--- src/rtl/ffs_consts.svh ---
// Clock, timing counts, thresholds and gain of the fault supervisor
// Assumes a 250 MHz core clock
`ifndef FFS_CONSTS_SVH
`define FFS_CONSTS_SVH
`define FFS_CLK_MHZ 250
`define FFS_OPP_QUAL_MS 160
`define FFS_RECOVERY_MS 1500
`define FFS_OPP_QUAL_CYC (`FFS_OPP_QUAL_MS * 1000 * `FFS_CLK_MHZ)
`define FFS_RECOVERY_CYC (`FFS_RECOVERY_MS * 1000 * `FFS_CLK_MHZ)
`define FFS_CSF_LONG_NS 2000
`define FFS_CSF_SHORT_NS 1000
`define FFS_CSF_LONG_CYC ((`FFS_CSF_LONG_NS * `FFS_CLK_MHZ) / 1000)
`define FFS_CSF_SHORT_CYC ((`FFS_CSF_SHORT_NS * `FFS_CLK_MHZ) / 1000)
`define FFS_HVG_SETTLE_NS 10000
`define FFS_HVG_SETTLE_CYC ((`FFS_HVG_SETTLE_NS * `FFS_CLK_MHZ) / 1000)
`define FFS_PULSE_QUAL 3
`define FFS_OPP_TOP_MV 600
`define FFS_PCL_MV 800
`define FFS_OCP_MV 1200
`define FFS_LINE_COMP_GAIN 16
`endif

--- src/rtl/ffs_pkg.sv ---
// Types shared by the fault supervisor files
// Assumes ffs_consts.svh is compiled alongside
package ffs_pkg;
  typedef enum logic [3:0] {
    FFS_RUN = 4'b0001,
    FFS_PINCHK = 4'b0010,
    FFS_HOLD = 4'b0100,
    FFS_LOCKOUT = 4'b1000
  } ffs_state_e;
  typedef logic [31:0] ffs_cnt_t;
  typedef logic [11:0] ffs_mv_t;
endpackage

--- src/rtl/ffs_pulse_qual.sv ---
// Counts consecutive qualifying low-side pulses, fires at three
// Assumes pulseEnd is a one-cycle strobe on core_clk
`timescale 1ns/1ns
`include "ffs_consts.svh"
module ffs_pulse_qual (
  input wire logic core_clk,
  input wire logic rst_n,
  input wire logic clear,
  input wire logic pulseEnd,
  input wire logic seen,
  output logic hit
);
  import ffs_pkg::*;
  logic [1:0] count;
  logic [1:0] next_count;
  always_comb begin
    next_count = count;
    if (clear) begin
      next_count = 2'h0;
    end else if (pulseEnd) begin
      // Any clean pulse breaks the run
      if (!seen) begin
        next_count = 2'h0;
      end else if (count != 2'(`FFS_PULSE_QUAL)) begin
        next_count = count + 2'h1;
      end
    end
  end
  always_ff @(posedge core_clk) begin
    if (!rst_n) begin
      count <= 2'h0;
    end else begin
      count <= next_count;
    end
  end
  assign hit = (count == 2'(`FFS_PULSE_QUAL));
  qual_clear_a: assert property (@(posedge core_clk) disable iff (!rst_n)
    pulseEnd && !seen && !clear |=> count == 2'h0) else $error("pulse run not cleared");
endmodule

--- src/rtl/ffs_supervisor.sv ---
// Fault supervisor of an active-clamp flyback controller
// Assumes analog comparators and pin strobes arrive asynchronous; all are synchronised here
// ----------------------------------------
// How it works
// - Peak sense above over-power curve starts a 160 ms qualification timer.
// - Over-power held 160 ms unbroken stops switching and starts 1.5 s hold.
// - Line compensation current out of sense pin equals line current over gain.
// - Over-power curve tops out at 0.6 V at minimum bulk voltage.
// - Commanded peak level clamped at 0.8 V, soft start included.
// - At supply turn-off, over-power or low aux pin starts 1.5 s hold at once.
// - Sense over 1.2 V in window three pulses running stops switching, starts hold.
// - During hold no gate pulses; restart at first turn-off after timeout.
// - Over-temperature forces lockout cycles, repeated while still hot.
// - Switch select high: first pulse over 2 us flags sense short, immediate hold.
// - Switch select low: limit 2 us with large dead-time resistor, else 1 us.
// - Gate bias pin below 12 V after 10 us at turn-on means open; lockout.
// - Sense pin over 1.2 V three pulses running means open; start hold.
// - Gate bias over 13.8 V three pulses running forces one lockout.
// ----------------------------------------
`timescale 1ns/1ns
`include "ffs_consts.svh"
module ffs_supervisor #(
  parameter int unsigned OPP_QUAL_CYC = `FFS_OPP_QUAL_CYC,
  parameter int unsigned RECOVERY_CYC = `FFS_RECOVERY_CYC
) (
  input wire logic core_clk,
  input wire logic rst_n,
  input wire logic supplyOn,
  input wire logic supplyOff,
  input wire logic lowSideGatePulse,
  input wire logic peakAboveOpp,
  input wire logic senseAboveOcp,
  input wire logic senseWindow,
  input wire logic auxPinBelowLimit,
  input wire logic hvgBelowLimit,
  input wire logic hvgOverVolt,
  input wire logic deadTimePinShort,
  input wire logic deadTimePinOpen,
  input wire logic deadTimeResHigh,
  input wire logic zeroVoltPinShort,
  input wire logic zeroVoltPinOpen,
  input wire logic overTemp,
  input wire logic switchTypeSi,
  input wire logic [11:0] lineSenseCurrent,
  input wire logic [11:0] peakCmd,
  output logic gateEnable,
  output logic runOut,
  output logic lockoutReq,
  output logic faultHold,
  output logic pinForceLow,
  output logic [11:0] lineCompCurrent,
  output logic [11:0] peakCmdClamped,
  output logic [11:0] oppTopLevel
);
  import ffs_pkg::*;
  // ----------------------------------------
  // Input synchronisers
  // ----------------------------------------
  localparam int NIN = 16;
  logic [NIN-1:0] rawIn;
  logic [NIN-1:0] meta;
  logic [NIN-1:0] syncd;
  assign rawIn = {supplyOn, supplyOff, lowSideGatePulse, peakAboveOpp, senseAboveOcp, senseWindow,
                  auxPinBelowLimit, hvgBelowLimit, hvgOverVolt, deadTimePinShort, deadTimePinOpen,
                  deadTimeResHigh, zeroVoltPinShort, zeroVoltPinOpen, overTemp, switchTypeSi};
  genvar gi;
  generate
    for (gi = 0; gi < NIN; gi++) begin : g_sync
      always_ff @(posedge core_clk) begin
        if (!rst_n) begin
          meta[gi] <= 1'b0;
          syncd[gi] <= 1'b0;
        end else begin
          meta[gi] <= rawIn[gi];
          syncd[gi] <= meta[gi];
        end
      end
    end
  endgenerate
  logic sOn, sOff, sPulse, sOpp, sOcp, sWin, sAuxLow, sHvgLow, sHvgOv;
  logic sDtShort, sDtOpen, sDtHigh, sZvShort, sZvOpen, sHot, sSi;
  assign {sOn, sOff, sPulse, sOpp, sOcp, sWin, sAuxLow, sHvgLow, sHvgOv,
          sDtShort, sDtOpen, sDtHigh, sZvShort, sZvOpen, sHot, sSi} = syncd;
  // Straps are synchronised too; they settle long before the first pulse, so latency costs nothing
  // ----------------------------------------
  // Analog command path
  // ----------------------------------------
  always_ff @(posedge core_clk) begin
    if (!rst_n) begin
      lineCompCurrent <= 12'h000;
      peakCmdClamped <= 12'h000;
      oppTopLevel <= 12'h000;
    end else begin
      lineCompCurrent <= 12'(lineSenseCurrent / `FFS_LINE_COMP_GAIN);
      peakCmdClamped <= (peakCmd > 12'(`FFS_PCL_MV)) ? 12'(`FFS_PCL_MV) : peakCmd;
      oppTopLevel <= 12'(`FFS_OPP_TOP_MV);
    end
  end
  // ----------------------------------------
  // Pulse edges and per-pulse flags
  // ----------------------------------------
  logic pulseDly, pulseEnd, pulseStart, ocpSeen, hvgSeen, firstPulse;
  logic [11:0] onTime;
  logic next_ocpSeen, next_hvgSeen, next_firstPulse;
  logic [11:0] next_onTime;
  ffs_state_e state, next_state;
  assign pulseEnd = pulseDly && !sPulse;
  assign pulseStart = sPulse && !pulseDly;
  always_comb begin
    next_ocpSeen = ocpSeen;
    next_hvgSeen = hvgSeen;
    next_onTime = onTime;
    next_firstPulse = firstPulse;
    if (pulseStart) begin
      next_ocpSeen = 1'b0;
      next_hvgSeen = 1'b0;
      next_onTime = 12'h000;
    end else if (sPulse && onTime != 12'hfff) begin
      next_onTime = onTime + 12'h001;
    end
    if (sOcp && sWin) begin
      next_ocpSeen = 1'b1;
    end
    if (sHvgOv && sPulse) begin
      next_hvgSeen = 1'b1;
    end
    if (pulseEnd) begin
      next_firstPulse = 1'b0;
    end
    if (state != FFS_RUN) begin
      next_firstPulse = 1'b1;
    end
  end
  always_ff @(posedge core_clk) begin
    if (!rst_n) begin
      pulseDly <= 1'b0;
      ocpSeen <= 1'b0;
      hvgSeen <= 1'b0;
      onTime <= 12'h000;
      firstPulse <= 1'b1;
    end else begin
      pulseDly <= sPulse;
      ocpSeen <= next_ocpSeen;
      hvgSeen <= next_hvgSeen;
      onTime <= next_onTime;
      firstPulse <= next_firstPulse;
    end
  end
  logic qualClear, ocpHit, hvgHit;
  assign qualClear = (state != FFS_RUN);
  ffs_pulse_qual u_ocp_qual (
    .core_clk(core_clk), .rst_n(rst_n), .clear(qualClear),
    .pulseEnd(pulseEnd), .seen(ocpSeen), .hit(ocpHit)
  );
  ffs_pulse_qual u_hvg_qual (
    .core_clk(core_clk), .rst_n(rst_n), .clear(qualClear),
    .pulseEnd(pulseEnd), .seen(hvgSeen), .hit(hvgHit)
  );
  logic [11:0] csfLimit;
  logic csShort;
  assign csfLimit = (sSi || sDtHigh) ? 12'(`FFS_CSF_LONG_CYC) : 12'(`FFS_CSF_SHORT_CYC);
  // onTime still holds the previous pulse's length in the start cycle, so that cycle is skipped
  assign csShort = firstPulse && sPulse && !pulseStart && (onTime >= csfLimit);
  // ----------------------------------------
  // Fault sequencer
  // ----------------------------------------
  ffs_cnt_t oppCnt, next_oppCnt, timer, next_timer;
  logic timeoutDone, next_timeoutDone, lockout, next_lockout;
  always_comb begin
    next_state = state;
    next_timer = timer;
    next_timeoutDone = timeoutDone;
    next_lockout = 1'b0;
    next_oppCnt = 32'h0000_0000;
    unique case (state)
      FFS_PINCHK: begin
        next_timer = timer + 32'h0000_0001;
        if (sDtShort || sDtOpen || sZvShort || sZvOpen) begin
          next_state = FFS_LOCKOUT;
        end else if (timer >= 32'(`FFS_HVG_SETTLE_CYC)) begin
          next_state = sHvgLow ? FFS_LOCKOUT : FFS_RUN;
        end
      end
      FFS_RUN: begin
        next_oppCnt = sOpp ? oppCnt + 32'h0000_0001 : 32'h0000_0000;
        if (ocpHit || csShort || (sOpp && oppCnt >= OPP_QUAL_CYC - 1) ||
            (sOff && (sOpp || sAuxLow))) begin
          next_state = FFS_HOLD;
          next_timer = 32'h0000_0000;
          next_timeoutDone = 1'b0;
        end else if (hvgHit || sHot || sOff) begin
          next_state = FFS_LOCKOUT;
        end
      end
      FFS_HOLD: begin
        // Supply keeps cycling; only the turn-off after timeout releases
        if (timer >= RECOVERY_CYC - 1) begin
          next_timeoutDone = 1'b1;
        end else begin
          next_timer = timer + 32'h0000_0001;
        end
        if (timeoutDone && sOff) begin
          next_state = FFS_LOCKOUT;
        end
      end
      FFS_LOCKOUT: begin
        next_lockout = 1'b1;
        if (sOn && !sHot) begin
          next_state = FFS_PINCHK;
          next_timer = 32'h0000_0000;
        end
      end
      default: next_state = FFS_LOCKOUT;
    endcase
  end
  always_ff @(posedge core_clk) begin
    if (!rst_n) begin
      state <= FFS_LOCKOUT;
      timer <= 32'h0000_0000;
      oppCnt <= 32'h0000_0000;
      timeoutDone <= 1'b0;
      lockout <= 1'b0;
    end else begin
      state <= next_state;
      timer <= next_timer;
      oppCnt <= next_oppCnt;
      timeoutDone <= next_timeoutDone;
      lockout <= next_lockout;
    end
  end
  assign gateEnable = (state == FFS_RUN);
  assign runOut = (state == FFS_RUN);
  assign faultHold = (state == FFS_HOLD);
  assign lockoutReq = lockout || faultHold;
  assign pinForceLow = (state == FFS_PINCHK);
  hold_no_gate_a: assert property (@(posedge core_clk) disable iff (!rst_n)
    state == FFS_HOLD && !timeoutDone |=> state == FFS_HOLD && !gateEnable) else $error("hold left early");
  opp_fire_a: assert property (@(posedge core_clk) disable iff (!rst_n)
    state == FFS_RUN && sOpp && oppCnt >= OPP_QUAL_CYC - 1 |=> state == FFS_HOLD) else $error("opp not held");
  opp_clear_a: assert property (@(posedge core_clk) disable iff (!rst_n)
    state == FFS_RUN && !sOpp |=> oppCnt == 0) else $error("opp timer kept");
  short_fire_a: assert property (@(posedge core_clk) disable iff (!rst_n)
    state == FFS_RUN && sOff && sAuxLow |=> state == FFS_HOLD) else $error("short not held");
  ocp_fire_a: assert property (@(posedge core_clk) disable iff (!rst_n)
    state == FFS_RUN && ocpHit |=> !runOut) else $error("ocp kept running");
  clamp_peak_a: assert property (@(posedge core_clk) disable iff (!rst_n)
    peakCmdClamped <= 12'(`FFS_PCL_MV)) else $error("peak over clamp");
  hot_lock_a: assert property (@(posedge core_clk) disable iff (!rst_n)
    state == FFS_LOCKOUT && sHot |=> state == FFS_LOCKOUT) else $error("hot restart");
  pin_fault_a: assert property (@(posedge core_clk) disable iff (!rst_n)
    state == FFS_PINCHK && (sDtShort || sZvOpen) |=> state == FFS_LOCKOUT) else $error("pin fault missed");
  cs_short_a: assert property (@(posedge core_clk) disable iff (!rst_n)
    state == FFS_RUN && csShort && !ocpHit |=> faultHold) else $error("cs short missed");
endmodule

--- config.mk ---
export PLATFORM = sky130hd
export DESIGN_NAME = ffs_supervisor
export DESIGN_NICKNAME = d
export VERILOG_FILES = /design/src/rtl/ffs_pkg.sv /design/src/rtl/ffs_pulse_qual.sv /design/src/rtl/ffs_supervisor.sv
export VERILOG_INCLUDE_DIRS = /design/src /design/src/rtl
export SDC_FILE = /design/constraint.sdc
export NUM_CORES = 1
export LEC_CHECK = 0
export ABC_CLOCK_PERIOD_IN_PS = 2600
export BUFFER_PORTS_ARGS = -buffer_cell sky130_fd_sc_hd__buf_2
export CAP_MARGIN = 20
export CORE_UTILIZATION = 40
export DETAILED_ROUTE_END_ITERATION = 12
export PLACE_DENSITY = 0.7
export SKIP_LAST_GASP = 1
export SYNTH_ARGS = -nofsm -noshare
export SYNTH_HDL_FRONTEND = slang
export SYNTH_SLANG_ARGS = --single-unit
export TNS_END_PERCENT = 100
--- constraint.sdc ---
create_clock -name core_clk -period 2.6 [get_ports core_clk]
set_clock_uncertainty 0.2 [all_clocks]
set_input_delay 0 -clock core_clk [delete_from_list [all_inputs] [get_ports core_clk]]
set_output_delay 0 -clock core_clk [all_outputs]
set_load 0.02 [all_outputs]
==> Word-level counts from Yosys, hierarchy flattened <==
Index checks and enable logic that the tools add are counted.
{ "totals": {"ff_bits": 158, "latch_bits": 0, "ramBits": 0, "rom_bits": 0, "inputBits": 42, "output_inout_bits": 41, "elab_cells": 145, "mem_count": 0} }
{ "classes": {"n_addsub": 5, "mul": 0, "div": 0, "magnitude_cmp": 5, "n_eq_ne": 19, "n_shift": 0, "muxes": 26, "bitwise": 1, "n_reduce_logical": 40} }
{ "op_table": {"columns": ["operator", "n"], "rows": [
  ["one-hot mux 32 bit (4 select lines)", 1],
  ["2-to-1 mux 32 bit", 3],
  ["adder 32 x 1 -> 32 bit, second input constant", 2],
  [">= comparator 32 x 12 -> 1 bit, second input constant", 1],
  [">= comparator 32 x 26 -> 1 bit, second input constant", 1],
  [">= comparator 32 x 29 -> 1 bit, second input constant", 1],
  ["2-to-1 mux 4 bit", 7],
  ["2-to-1 mux 10 bit", 2],
  ["one-hot mux 4 bit (4 select lines)", 1],
  ["adder 12 x 1 -> 12 bit, second input constant", 1],
  [">= comparator 12 x 9 -> 1 bit", 1],
  ["greater-than comparator 12 x 10 -> 1 bit, second input constant", 1],
  ["logical AND 1 bit", 12],
  ["!= test 12 bit, second input constant", 1],
  ["logical OR 1 bit", 11],
  ["!= test 2 x 1 -> 1 bit, second input constant", 5],
  ["2-to-1 mux 9 bit", 1],
  ["2-to-1 mux 2 bit", 4],
  ["!= test 2 bit, second input constant", 4],
  ["AND reduction 4 bit", 2],
  ["2-to-1 mux 1 bit", 6],
  ["!= test 3 x 1 -> 1 bit, second input constant", 2],
  ["AND reduction 3 bit", 2],
  ["nonzero test 2 bit", 3],
  ["13 further kinds", 21]
]} }

==> Longest topological paths before layout <==
Gate-level depths: netlist of the first run.
{ "depth": {"ltp_word": 10, "ltp_mapped": 11, "depth_no_buf": 10} }

==> By module <==
A second synthesis of the first run with hierarchy kept.
{ "unflattened": {"cells_unflattened": 746, "area_unflattened_um2": 6530.0} }
{ "modules_own_cells": {"columns": ["mod", "n_inst", "cells_each", "area_each_um2", "seq_area_each_um2"], "rows": [
  ["ffs_supervisor", 1, 724, 6307.3, 2782.7],
  ["ffs_pulse_qual", 2, 11, 111.4, 40.0]
]} }

==> Worst setup path before layout of the first run <==
OpenSTA, ideal clock, no wires.
{ "synth_path": {"path_kind": "register to register", "from": "reg syncd[4] (netlist: sDtHigh)", "to": "reg timer[19]", "setup_time_ps": 71, "arrival_ps": 2446, "required_time_ps": 2329, "slack_ps": -117, "stages_incl_launch_ff": 12, "path_buffers": 1, "synth_period_minus_slack_ps": 2717, "cell_sequence": "dfxtp_1 or2_2 inv_1 ha_1 nand2b_1 a31oi_1 a311o_1 a221o_1 o2111a_1 buf_2 a21o_1 a21oi_1"} }
{ "synth_between": {"elab_chain_cells": 9} }
{ "synth_rtl": {"columns": ["element", "line_no", "rtl"], "rows": [
  ["from (decl)", "ffs_supervisor.sv:62", "logic [NIN-1:0] syncd;"],
  ["from (signal, indexed assignment)", "ffs_supervisor.sv:75", "syncd[gi] <= meta[gi];"],
  ["logical OR 1 bit", "ffs_supervisor.sv:161", "assign csfLimit = (sSi || sDtHigh) ? 12'(`FFS_CSF_LONG_CYC) : 12'(`FFS_CSF_SHORT_CYC);"],
  ["2-to-1 mux 9 bit", "ffs_supervisor.sv:161", null],
  [">= comparator 12 x 9 -> 1 bit", "ffs_supervisor.sv:163", "assign csShort = firstPulse && sPulse && !pulseStart && (onTime >= csfLimit);"],
  ["logical AND 1 bit", "ffs_supervisor.sv:163", null],
  ["logical OR 1 bit (3 in series)", "ffs_supervisor.sv:186", "if (ocpHit || csShort || (sOpp && oppCnt >= OPP_QUAL_CYC - 1) ||"],
  ["!= test 2 x 1 -> 1 bit (no source line)", null, null],
  ["AND reduction 4 bit (no source line)", null, null],
  ["to (signal assigned)", "ffs_supervisor.sv:225", "timer <= next_timer;"],
  ["to (decl)", "ffs_supervisor.sv:167", "ffs_cnt_t oppCnt, next_oppCnt, timer, next_timer;"]
]} }
Every way passes these cells.
A chain may end at the register's enable or synchronous reset.

==> Worst setup path in the final report of the first run <==
{ "layout_path": {"from": "reg syncd[4] (netlist: sDtHigh)", "to": "reg timer[13]"} }
The elaborated chain is that of the path after synthesis.

==> results of run 1 <==
[worst max-delay path by stage]
| stage | startpoint | end | slack [ns] | cells after the start |
|---|---|---|---|---|
| final | sDtHigh$_SDFF_PN0_ | timer[13]$_SDFFE_PN0P_ | -0.30 | 12 |
| after global routing | sDtHigh$_SDFF_PN0_ | timer[22]$_SDFFE_PN0P_ | -0.43 | 12 |
| after CTS | sDtHigh$_SDFF_PN0_ | timer[19]$_SDFFE_PN0P_ | -0.20 | 10 |
| after detailed placement | sSi$_SDFF_PN0_ | timer[7]$_SDFFE_PN0P_ | -0.20 | 10 |
| after global placement | sSi$_SDFF_PN0_ | timer[19]$_SDFFE_PN0P_ | -0.13 | 9 |
| after floorplan | sSi$_SDFF_PN0_ | timer[19]$_SDFFE_PN0P_ | -0.02 | 11 |
[layer usage]
layer | track usage | vias to the layer above | wire (um)
met3 | 0.0430 | 31 | 621
li1 | - | 2842 | -
met4 | 0.0952 | 0 | 399
met5 | 0 | - | 0
met1 | 0.250 | 2691 | 6940
met2 | 0.325 | 145 | 7410
[what timing repair did]
item / CTS / global route
hold endpoints to repair: 54 / 0
setup buffers: 9 / 7
gates resized for setup: 40 / 32
pin swaps: 28 / 27
setup endpoints to repair: 34 / 42
hold buffers: 50 / 0
[state kept, by name, summed over array words and instances, names as in the netlist, 2 cells and up]
register / flops
meta: 16
u_hvg_qual.count: 2
onTime: 12
peakCmdClamped: 12
u_ocp_qual.count: 2
state: 4
timer: 32
lineCompCurrent: 8
oppCnt: 32
[metrics by stage]
step	setup TNS, ns	cell area, sq um	hold slack (ns)
3_3_place_gp	-2.19	7130	0.00498
5_1_grt	-11.71	8560	0.118
4_1_cts	-4.64	8410	0.0942
3_5_place_dp	-3.78	7130	0.00942
6_report	-7.97	8560	0.113
2_1_floorplan	-0.0232	6310	-0.172
[synth_stat cells, drive strengths merged (2+ instances only)]
library cell and n:
or4 10, ha 8, a21o 5, o2bb2ai 2, o21ai 32, o2111ai 2, o211ai 10, or3 11
xnor2 16, nand3 30, nor2 80, dfxtp 143, and3 14, nand2b 7, nor2b 5, and2 53
a221oi 2, o22ai 4, a2111oi 3, nand4b 2, o31ai 3, nand4 24, o21a 10, mux2i 5
inv 18, and4 3, o221ai 5, or2 2, a211oi 4, a21oi 21, a21boi 9, nor4 12
nand2 43, nor3b 4, xor2 23, clkbuf 22, buf 21, or3b 3, nand3b 7, a311oi 2
a31oi 3, nor3 9
[worst max-delay path, cell delays in order, from the launching register on]
cell and delay (ns):
dfxtp_2 0.31, or2_4 0.27, ha_4 0.17, nor4_4 0.24, o21ai_1 0.11, a311o_1 0.28, a221o_1 0.43, o211ai_2 0.21
buf_4 0.14, buf_6 0.12, buf_4 0.11, o21ai_2 0.05, a21boi_1 0.16
[power groups by stage]
stage | logic (mW) | clock network, mW | registers [mW]
global placement | 0.253 | 0 | 2.30
detailed placement | 0.254 | 0 | 2.30
floorplan | 0.155 | 0 | 2.32
CTS | 0.333 | 2.48 | 2.25
finish | 0.355 | 2.44 | 2.25
global route | 0.386 | 2.58 | 2.25
[cell families (layout without fill, tap and decap cells)]
kind of cell,after synthesis,after routing
compound gates,124,124
xor+xnor,39,39
fa+ha+maj,8,8
buf+inv,61,245
flops,143,143
mux,5,5
other cells,1,14
simple gates,322,322
[layout make-up]
class	instances	area share
flip-flops and latches	143	0.335
multi-input cells	512	0.385
repair buffers	195	0.173
clock buffers	17	0.0497
clock inverters	15	0.0221
well taps	188	0.0275
inverters	18	0.00819
==> results.sh, run 1 <==
export IMPL_synthCells=703
export IMPL_power_frac_seq=0.446
export IMPL_slew_headroom=0.474
export IMPL_critPathRequiredTime_ns=2.75
export IMPL_gr_total_overflow=0
export IMPL_core_sq_um=15200
export IMPL_reg2reg_depth=12
export IMPL_fillers=1289
export IMPL_status="complete, but fails checks"
export IMPL_crit_arrival_ns=3.05
export IMPL_worst_pin_slew_ns=0.787
export IMPL_fin_ws_ns=-0.298
export IMPL_path_clk_slew_ns=0.07
export IMPL_fin_cells=1088
export IMPL_fmax_mhz=345
export IMPL_h_tree_depth=4
export IMPL_multiInputGateArea_sq_um=3300
export IMPL_r2r_end="timer[13]$_SDFFE_PN0P_"
export IMPL_synthAdderAreaFrac=0.0160
export IMPL_clock_path_buffers=2
export IMPL_grt_pass1_wl_um=25700
export IMPL_synth_xor_area_frac=0.0548
export IMPL_dr_pass1_iters=5
export IMPL_cts_root_buf="clkbuf_16"
export IMPL_n_antenna_cell=0
export IMPL_finalPower_mw=5.04
export IMPL_final_layout_size_suffix_gt1_frac=0.244
export IMPL_synth_edff_count=0
export IMPL_startpoint_type="register"
export IMPL_ir_worst_vdd_mv=0.477
export IMPL_drt_total_wl_um=15400
export IMPL_final_antenna_net_count=0
export IMPL_async_reset_ff_frac=0
export IMPL_rr_startpoint="sDtHigh$_SDFF_PN0_"
export IMPL_area_delta_synth_final_pct=37.2
export IMPL_grt_max_degree=33
export IMPL_power_frac_clock=0.483
export IMPL_gr_usage_all_layers=0.199
export IMPL_p_comb_frac=0.070
export IMPL_initial_core_util=0.410
export IMPL_period_share=1.11
export IMPL_grt_pass1_vias=5466
export IMPL_clk_latency_ns=0.43
export IMPL_synth_area_sq_um=6240
export IMPL_avgSynthCellArea_sq_um=8.87
export IMPL_yosysTopAreaCellShare=0.459
export IMPL_post_place_ws_ns=-0.199
export IMPL_dp_hpwl_um=9460
export IMPL_io_pins=83
export IMPL_period_needed_ns=2.90
export IMPL_fp_dieH_um=127
export IMPL_failed_checks="negative setup slack"
export IMPL_internal_power_mw=3.72
export IMPL_dp_cells=992
export IMPL_ys_top_cells_by_area="dfxtp_1, and2_1, nor2_1, xor2_1, nand2_1"
export IMPL_synth_yosys_seq_area_share=0.459
export IMPL_cts_made_buffers=17
export IMPL_die_w_um=127
export IMPL_seqCellArea_sq_um=2860
export IMPL_fin_util=0.563
export IMPL_synth_top_family_by_area="simple AND/OR/NAND/NOR gates"
export IMPL_final_common_cell="dfxtp_1"
export IMPL_fin_nets=937
export IMPL_finalHoldViolations=0
export IMPL_synth_compound_area_frac=0.134
export IMPL_yosysTopAreaCell="dfxtp_1"
export IMPL_ys_warn_count=0
export IMPL_hold_end="meta[2]$_SDFF_PN0_"
export IMPL_rsz0062_at_grt="yes"
export IMPL_rrSetupSlack_ns=-0.30
export IMPL_ys_flop_type="dfxtp_1"
export IMPL_drt_iter0_drc=352
export IMPL_antenna_found_initial=0
export IMPL_maxCapViolCount=0
export IMPL_io_buffer_count=66
export IMPL_setup_viol=34
export IMPL_vias=5709
export IMPL_hp_class="input pin to register"
export IMPL_synth_seq_cells=143
export IMPL_p_sw_frac=0.263
export IMPL_leakage_nw=3.37
export IMPL_synth_cell_types=63
export IMPL_critPathKind="register to register"
export IMPL_power_switching_mw=1.32
export IMPL_powerDensity_nw_per_um2=589
export IMPL_synthMuxAreaShare=0.00802
export IMPL_die_area_sq_um=16100
export IMPL_cts_tree="yes"
export IMPL_layout_common_cells="dfxtp_1, nor2_1, buf_2, buf_4, and2_1"
export IMPL_hp_start="zeroVoltPinOpen"
export IMPL_clock_sinks=143
export IMPL_routed_via_density=5.25
export IMPL_path_max_fanout=5
export IMPL_cp_end_kind="register"
export IMPL_placementRows=45
export IMPL_hold_path_depth=3
export IMPL_synthSimpleGateAreaFrac=0.280
export IMPL_drc=0
export IMPL_gp_congestion=0.799
export IMPL_finalMaxSlewViolations=0
export IMPL_wl_per_cell_um=14.1
No activity file was read; power rests on OpenSTA's default activity.
==> inputs of run 2 (changes only) <==
- ABC_AREA: unset -> 1
==> run 2 against run 1 <==
- the flow now finishes without violations
- fmax grew 21%
- non-clock buffer count shrank 51
- first-iteration DRC count grew 28%
- global-route usage grew 0.096 points
- die area grew 11%
- sequential share of layout area shrank 0.53 points
- clock-buffer cell count grew 3
- total power grew 15%
- flip-flop and latch count is the same
- via count grew 16%
- critical path depth grew 3
- register-to-register slack gained 0.50 ns
- critical path type unchanged
- highest routed layer unchanged
==> results.sh, run 2 <==
export IMPL_ys_top_cells_by_area="dfxtp_1, nand2_1, inv_1, nor2_1, a21oi_1"
export IMPL_synth_area_sq_um=6970
export IMPL_synth_cell_types=38
export IMPL_internal_power_mw=3.87
export IMPL_gr_usage_all_layers=0.200
export IMPL_p_comb_frac=0.216
export IMPL_dp_hpwl_um=10700
export IMPL_clk_latency_ns=0.43
export IMPL_powerDensity_nw_per_um2=665
export IMPL_crit_slowest_cell="dfxtp_1"
export IMPL_worst_pin_slew_ns=0.588
export IMPL_core_sq_um=16800
export IMPL_crit_top_cell="nand2_1"
export IMPL_power_frac_clock=0.384
export IMPL_maxCapViolCount=0
export IMPL_yosysTopAreaCell="dfxtp_1"
export IMPL_cp_cell_sequence="ha_1 -> nand2_1 -> inv_2 -> nand2_1 -> nor2_1 -> nand2_1 -> nand2_1 -> nand2_1 -> nand2_1 -> nand2_1 -> nand3_4 -> buf_12 -> o21ai_0 -> nand3_1 -> nand3_1"
export IMPL_path_clk_slew_ns=0.06
export IMPL_rrSetupSlack_ns=0.20
export IMPL_layout_common_cells="nand2_1, dfxtp_1, inv_1"
export IMPL_antenna_found_initial=0
export IMPL_power_switching_mw=1.91
export IMPL_grt_max_degree=50
export IMPL_clock_sinks=143
export IMPL_power_frac_seq=0.401
export IMPL_slew_headroom=0.608
export IMPL_n_antenna_cell=0
export IMPL_path_max_fanout=32
export IMPL_gr_total_overflow=0
export IMPL_period_share=0.923
export IMPL_rr_startpoint="oppCnt[0]$_SDFF_PN0_"
export IMPL_final_common_cell="nand2_1"
export IMPL_h_tree_depth=4
export IMPL_setup_viol=0
export IMPL_synth_seq_cells=143
export IMPL_ir_worst_vdd_mv=0.589
export IMPL_io_buffer_count=66
export IMPL_cts_tree="yes"
export IMPL_critPathRequiredTime_ns=2.69
export IMPL_fin_util=0.517
export IMPL_avgSynthCellArea_sq_um=6.92
export IMPL_finalHoldViolations=0
export IMPL_vias=6629
export IMPL_gp_congestion=0.887
export IMPL_crit_arrival_ns=2.49
export IMPL_r2r_end="state[3]$_SDFFE_PN1P_"
export IMPL_drc=0
export IMPL_p_sw_frac=0.331
export IMPL_fin_nets=1191
export IMPL_synthCells=1006
export IMPL_wl_per_cell_um=12.4
export IMPL_rsz0062_at_grt="yes"
export IMPL_yosysMostFrequentCell="nand2_1"
export IMPL_cts_root_buf="clkbuf_16"
export IMPL_reg2reg_depth=15
export IMPL_cts_made_buffers=17
export IMPL_async_reset_ff_frac=0
export IMPL_die_area_sq_um=17900
export IMPL_fmax_mhz=417
export IMPL_hp_class="input pin to register"
export IMPL_hp_start="peakCmd[10]"
export IMPL_fillers=1596
export IMPL_grt_pass1_wl_um=28900
export IMPL_initial_core_util=0.414
export IMPL_leakage_nw=3.70
export IMPL_final_layout_size_suffix_gt1_frac=0.116
export IMPL_die_w_um=134
export IMPL_synth_edff_count=0
export IMPL_io_pins=83
export IMPL_ys_warn_count=0
export IMPL_routed_via_density=4.82
export IMPL_setup_tns_ns=0
export IMPL_hold_slack_ns=0.209
export IMPL_max_stage_delay_ns=0.35
export IMPL_dr_pass1_iters=5
export IMPL_startpoint_type="register"
export IMPL_ys_flop_type="dfxtp_1"
export IMPL_drt_total_wl_um=17000
export IMPL_cp_end_kind="register"
export IMPL_hold_path_depth=4
export IMPL_drt_iter0_drc=451
export IMPL_yosysTopAreaCellShare=0.411
export IMPL_hold_end="peakCmdClamped[9]$_SDFF_PN0_"
export IMPL_finalPower_mw=5.78
export IMPL_placementRows=47
export IMPL_period_needed_ns=2.40
export IMPL_critPathKind="register to register"
export IMPL_area_delta_synth_final_pct=24.8
export IMPL_grt_pass1_vias=6312
export IMPL_status="finished clean"
export IMPL_fp_dieH_um=134
export IMPL_final_antenna_net_count=0
export IMPL_finalMaxSlewViolations=0
export IMPL_top_regs="oppCnt (32), timer (32), meta (16)"
export IMPL_clock_path_buffers=2
export IMPL_synth_yosys_seq_area_share=0.411
export IMPL_synthTopCellsByCount="nand2_1, dfxtp_1, inv_1, nor2_1, a21oi_1"
-- run 2: worst max path at each step --
| stage | start | end | slack (ns) | cells after the start |
|---|---|---|---|---|
| 2_1_floorplan | sDtHigh$_SDFF_PN0_ | timer[21]$_SDFFE_PN0P_ | 0.46 | 15 |
| 3_3_place_gp | sDtHigh$_SDFF_PN0_ | timer[1]$_SDFFE_PN0P_ | 0.23 | 15 |
| 3_5_place_dp | sDtHigh$_SDFF_PN0_ | timer[1]$_SDFFE_PN0P_ | 0.12 | 15 |
| 4_1_cts | sDtHigh$_SDFF_PN0_ | timer[1]$_SDFFE_PN0P_ | 0.11 | 15 |
| 5_1_grt | oppCnt[0]$_SDFF_PN0_ | state[3]$_SDFFE_PN1P_ | -0.05 | 15 |
| 6_report | oppCnt[0]$_SDFF_PN0_ | state[3]$_SDFFE_PN1P_ | 0.20 | 15 |
-- run 2: area by class of cell --
type | instances | area (sq um) | share of cell area
multi-input cells | 690 | 3380 | 0.388
flip-flops and latches | 143 | 2860 | 0.329
well taps | 220 | 275 | 0.0317
repair buffers | 144 | 1100 | 0.127
inverters | 145 | 544 | 0.0626
clock inverters | 12 | 86.3 | 0.00993
clock buffers | 20 | 447 | 0.0514
-- run 2: critical path: cells and delay by family, from the launching register on --
kind / cells / cell delay [ns]
simple gates: 11 / 1.15
flops: 1 / 0.35
buf+inv: 2 / 0.27
fa+ha+maj: 1 / 0.17
compound gates: 1 / 0.10
-- run 2: per-stage QoR --
stage | setup slack (ns) | instances | cell area (sq um)
2_1_floorplan | 0.465 | 1019 | 7010
3_3_place_gp | 0.226 | 1272 | 7430
3_5_place_dp | 0.125 | 1272 | 7430
4_1_cts | 0.111 | 1373 | 8650
5_1_grt | -0.0507 | 1374 | 8690
6_report | 0.201 | 1374 | 8690
-- run 2: logic make-up after synthesis --
logic type	Yosys count	share of synthesized area
XOR/XNOR	34	0.0428
flip-flops	143	0.411
adder cells (fa/ha/maj)	8	0.0144
other	1	0.000538
AO/OA/AOI/OAI	108	0.0839
buffers and inverters	187	0.117
AND/OR/NAND/NOR	525	0.331
-- run 2: layer usage --
metal	vias to the layer above	routed length, um	GRT usage
met2	172	8150	0.341
met4	0	387	0.0840
li1	3416	-	-
met1	3006	7740	0.245
met3	35	775	0.0408
met5	-	0	0
-- run 2: power groups by stage --
| stage | logic, mW | clock network, mW | registers (mW) |
|---|---|---|---|
| 4_1_cts | 1.14 | 2.25 | 2.31 |
| 2_1_floorplan | 0.891 | 0 | 2.37 |
| 3_3_place_gp | 1.05 | 0 | 2.36 |
| 6_report | 1.25 | 2.22 | 2.32 |
| 3_5_place_dp | 1.06 | 0 | 2.36 |
| 5_1_grt | 1.36 | 2.34 | 2.32 |
-- run 2: repair_timing --
item                                    4_1_cts  5_1_grt
resized for setup                             0        4
hold buffers                                 69        0
setup buffers                                 0        0
hold endpoints to repair                     96        0
endpoints found under the setup margin        0       32
==> inputs of run 3 (changes only) <==
- ABC_CLOCK_PERIOD_IN_PS: 2600 -> 2800
- PLACE_DENSITY: 0.7 -> 0.67
- clock period: 2.6 -> 2.8 ns (I/O delays scaled with it)
==> run 3 against run 2 <==
- flip-flop and latch count stayed put
- fmax is 4.3% lower
- core utilization is 0.21 points higher
- critical path depth stayed put
- cell count is 0.15% lower
- final area is 0.40% higher
- setup slack better by 0.092 ns
- non-clock buffer count is 1 lower
- register-to-register slack better by 0.09 ns
- combinational power is 12% lower
- sequential share of layout area is 0.13 points lower
- largest cell class unchanged
- highest routed layer unchanged
==> results.sh, run 3 (synthesized netlist as in run 2, its figures left out) <==
export IMPL_leakage_nw=3.72
export IMPL_rsz0062_at_grt="yes"
export IMPL_gp_congestion=0.896
export IMPL_worst_pin_slew_ns=0.639
export IMPL_grt_pass1_vias=6230
export IMPL_placementRows=47
export IMPL_die_area_sq_um=17900
export IMPL_dp_hpwl_um=10900
export IMPL_fillers=1627
export IMPL_startpoint_type="register"
export IMPL_fin_cells=1372
export IMPL_top_regs="oppCnt (32), timer (32), meta (16)"
export IMPL_final_layout_size_suffix_gt1_frac=0.115
export IMPL_finalPower_mw=5.57
export IMPL_cts_root_buf="clkbuf_16"
export IMPL_cts_tree="yes"
export IMPL_final_common_cell="nand2_1"
export IMPL_clock_sinks=143
export IMPL_core_sq_um=16800
export IMPL_crit_arrival_ns=2.60
export IMPL_n_antenna_cell=0
export IMPL_finalHoldViolations=0
export IMPL_clk_latency_ns=0.43
export IMPL_hp_class="input pin to register"
export IMPL_h_tree_depth=4
export IMPL_grt_max_degree=50
export IMPL_period_share=0.895
export IMPL_maxCapViolCount=0
export IMPL_io_buffer_count=66
export IMPL_critPathRequiredTime_ns=2.89
export IMPL_wl_per_cell_um=12.0
export IMPL_io_pins=83
export IMPL_area_delta_synth_final_pct=25.3
export IMPL_fin_nets=1189
export IMPL_final_antenna_net_count=0
export IMPL_path_max_fanout=32
export IMPL_vias=6513
export IMPL_powerDensity_nw_per_um2=638
export IMPL_layout_common_cells="nand2_1, dfxtp_1, inv_1"
export IMPL_drc=0
export IMPL_hold_path_depth=4
export IMPL_fp_dieH_um=134
export IMPL_antenna_found_initial=0
export IMPL_fmax_mhz=399
export IMPL_status="finished clean"
export IMPL_cp_end_kind="register"
export IMPL_cts_made_buffers=17
export IMPL_gr_usage_all_layers=0.197
export IMPL_initial_core_util=0.414
export IMPL_clock_path_buffers=2
export IMPL_finalMaxSlewViolations=0
export IMPL_drt_iter0_drc=425
export IMPL_period_needed_ns=2.51
export IMPL_gr_total_overflow=0
export IMPL_dr_pass1_iters=7
export IMPL_die_w_um=134
export IMPL_slew_headroom=0.574
export IMPL_reg2reg_depth=15
export IMPL_setup_tns_ns=0
export IMPL_ir_worst_vdd_mv=0.694
export IMPL_routed_via_density=4.75
export IMPL_drt_total_wl_um=16400
export IMPL_grt_pass1_wl_um=28300
export IMPL_path_clk_slew_ns=0.06
export IMPL_critPathKind="register to register"
export IMPL_setup_viol=0
export IMPL_dp_cells=1271
==> run 3: metal layers <==
| metal | track usage | vias to the layer above | routed length [um] |
|---|---|---|---|
| li1 | - | 3417 | - |
| met1 | 0.251 | 2932 | 7660 |
| met2 | 0.322 | 133 | 7750 |
| met3 | 0.0374 | 31 | 667 |
| met4 | 0.0859 | 0 | 348 |
| met5 | 0 | - | 0 |
==> run 3: critical path, stage by stage (launching register included) <==
cell and delay (ns):
dfxtp_1 0.30, nor2_1 0.25, inv_1 0.10, ha_1 0.29, inv_1 0.04, nor2_1 0.09, nand2_1 0.06, nand2_1 0.05
nand2_1 0.04, nand2_1 0.06, a21oi_1 0.10, nand3_2 0.14, buf_4 0.36, o21ai_0 0.15, nand3_1 0.09, nand3_1 0.06
==> run 3: per-stage QoR <==
step	hold slack, ns	area [sq um]	utilization	worst slack, ns
floorplan	-0.172	7010	-	0.665
global placement	-0.0197	7420	0.441	0.342
detailed placement	-0.0150	7420	0.441	0.309
CTS	0.165	8720	0.518	0.285
global route	0.234	8730	0.519	-0.0198
finish	0.193	8730	0.519	0.293
==> run 3: final timing paths <==
check,startpoint,to,slack (ns)
setup / recovery,sDtHigh$_SDFF_PN0_,state[3]$_SDFFE_PN1P_,0.29
hold / removal,peakCmd[11],peakCmdClamped[9]$_SDFF_PN0_,0.19
setup reg to reg,sDtHigh$_SDFF_PN0_,state[3]$_SDFFE_PN1P_,0.29
hold reg to reg,meta[10]$_SDFF_PN0_,sWin$_SDFF_PN0_,0.21
==> run 3: repair_timing <==
| item | in CTS | in global routing |
|---|---|---|
| buffers inserted | 0 | 0 |
| endpoints found under the hold margin | 72 | 0 |
| setup endpoints to repair | 0 | 8 |
| hold buffers | 69 | 0 |
| resized for setup | 0 | 1 |
==> run 3: cell type report <==
type	instances	area [sq um]	share of cell area
flip-flops and latches	143	2860	0.328
inverters	145	544	0.0624
clock buffers	18	439	0.0503
well taps	220	275	0.0315
clock inverters	14	168	0.0192
repair buffers	143	1090	0.125
multi-input cells	689	3350	0.383
==> run 3: report_power, final <==
group	switching, mW	total [mW]	internal [mW]
Clock	0.948	2.31	1.37
Sequential	0.0461	2.15	2.11
Combinational	0.763	1.10	0.339
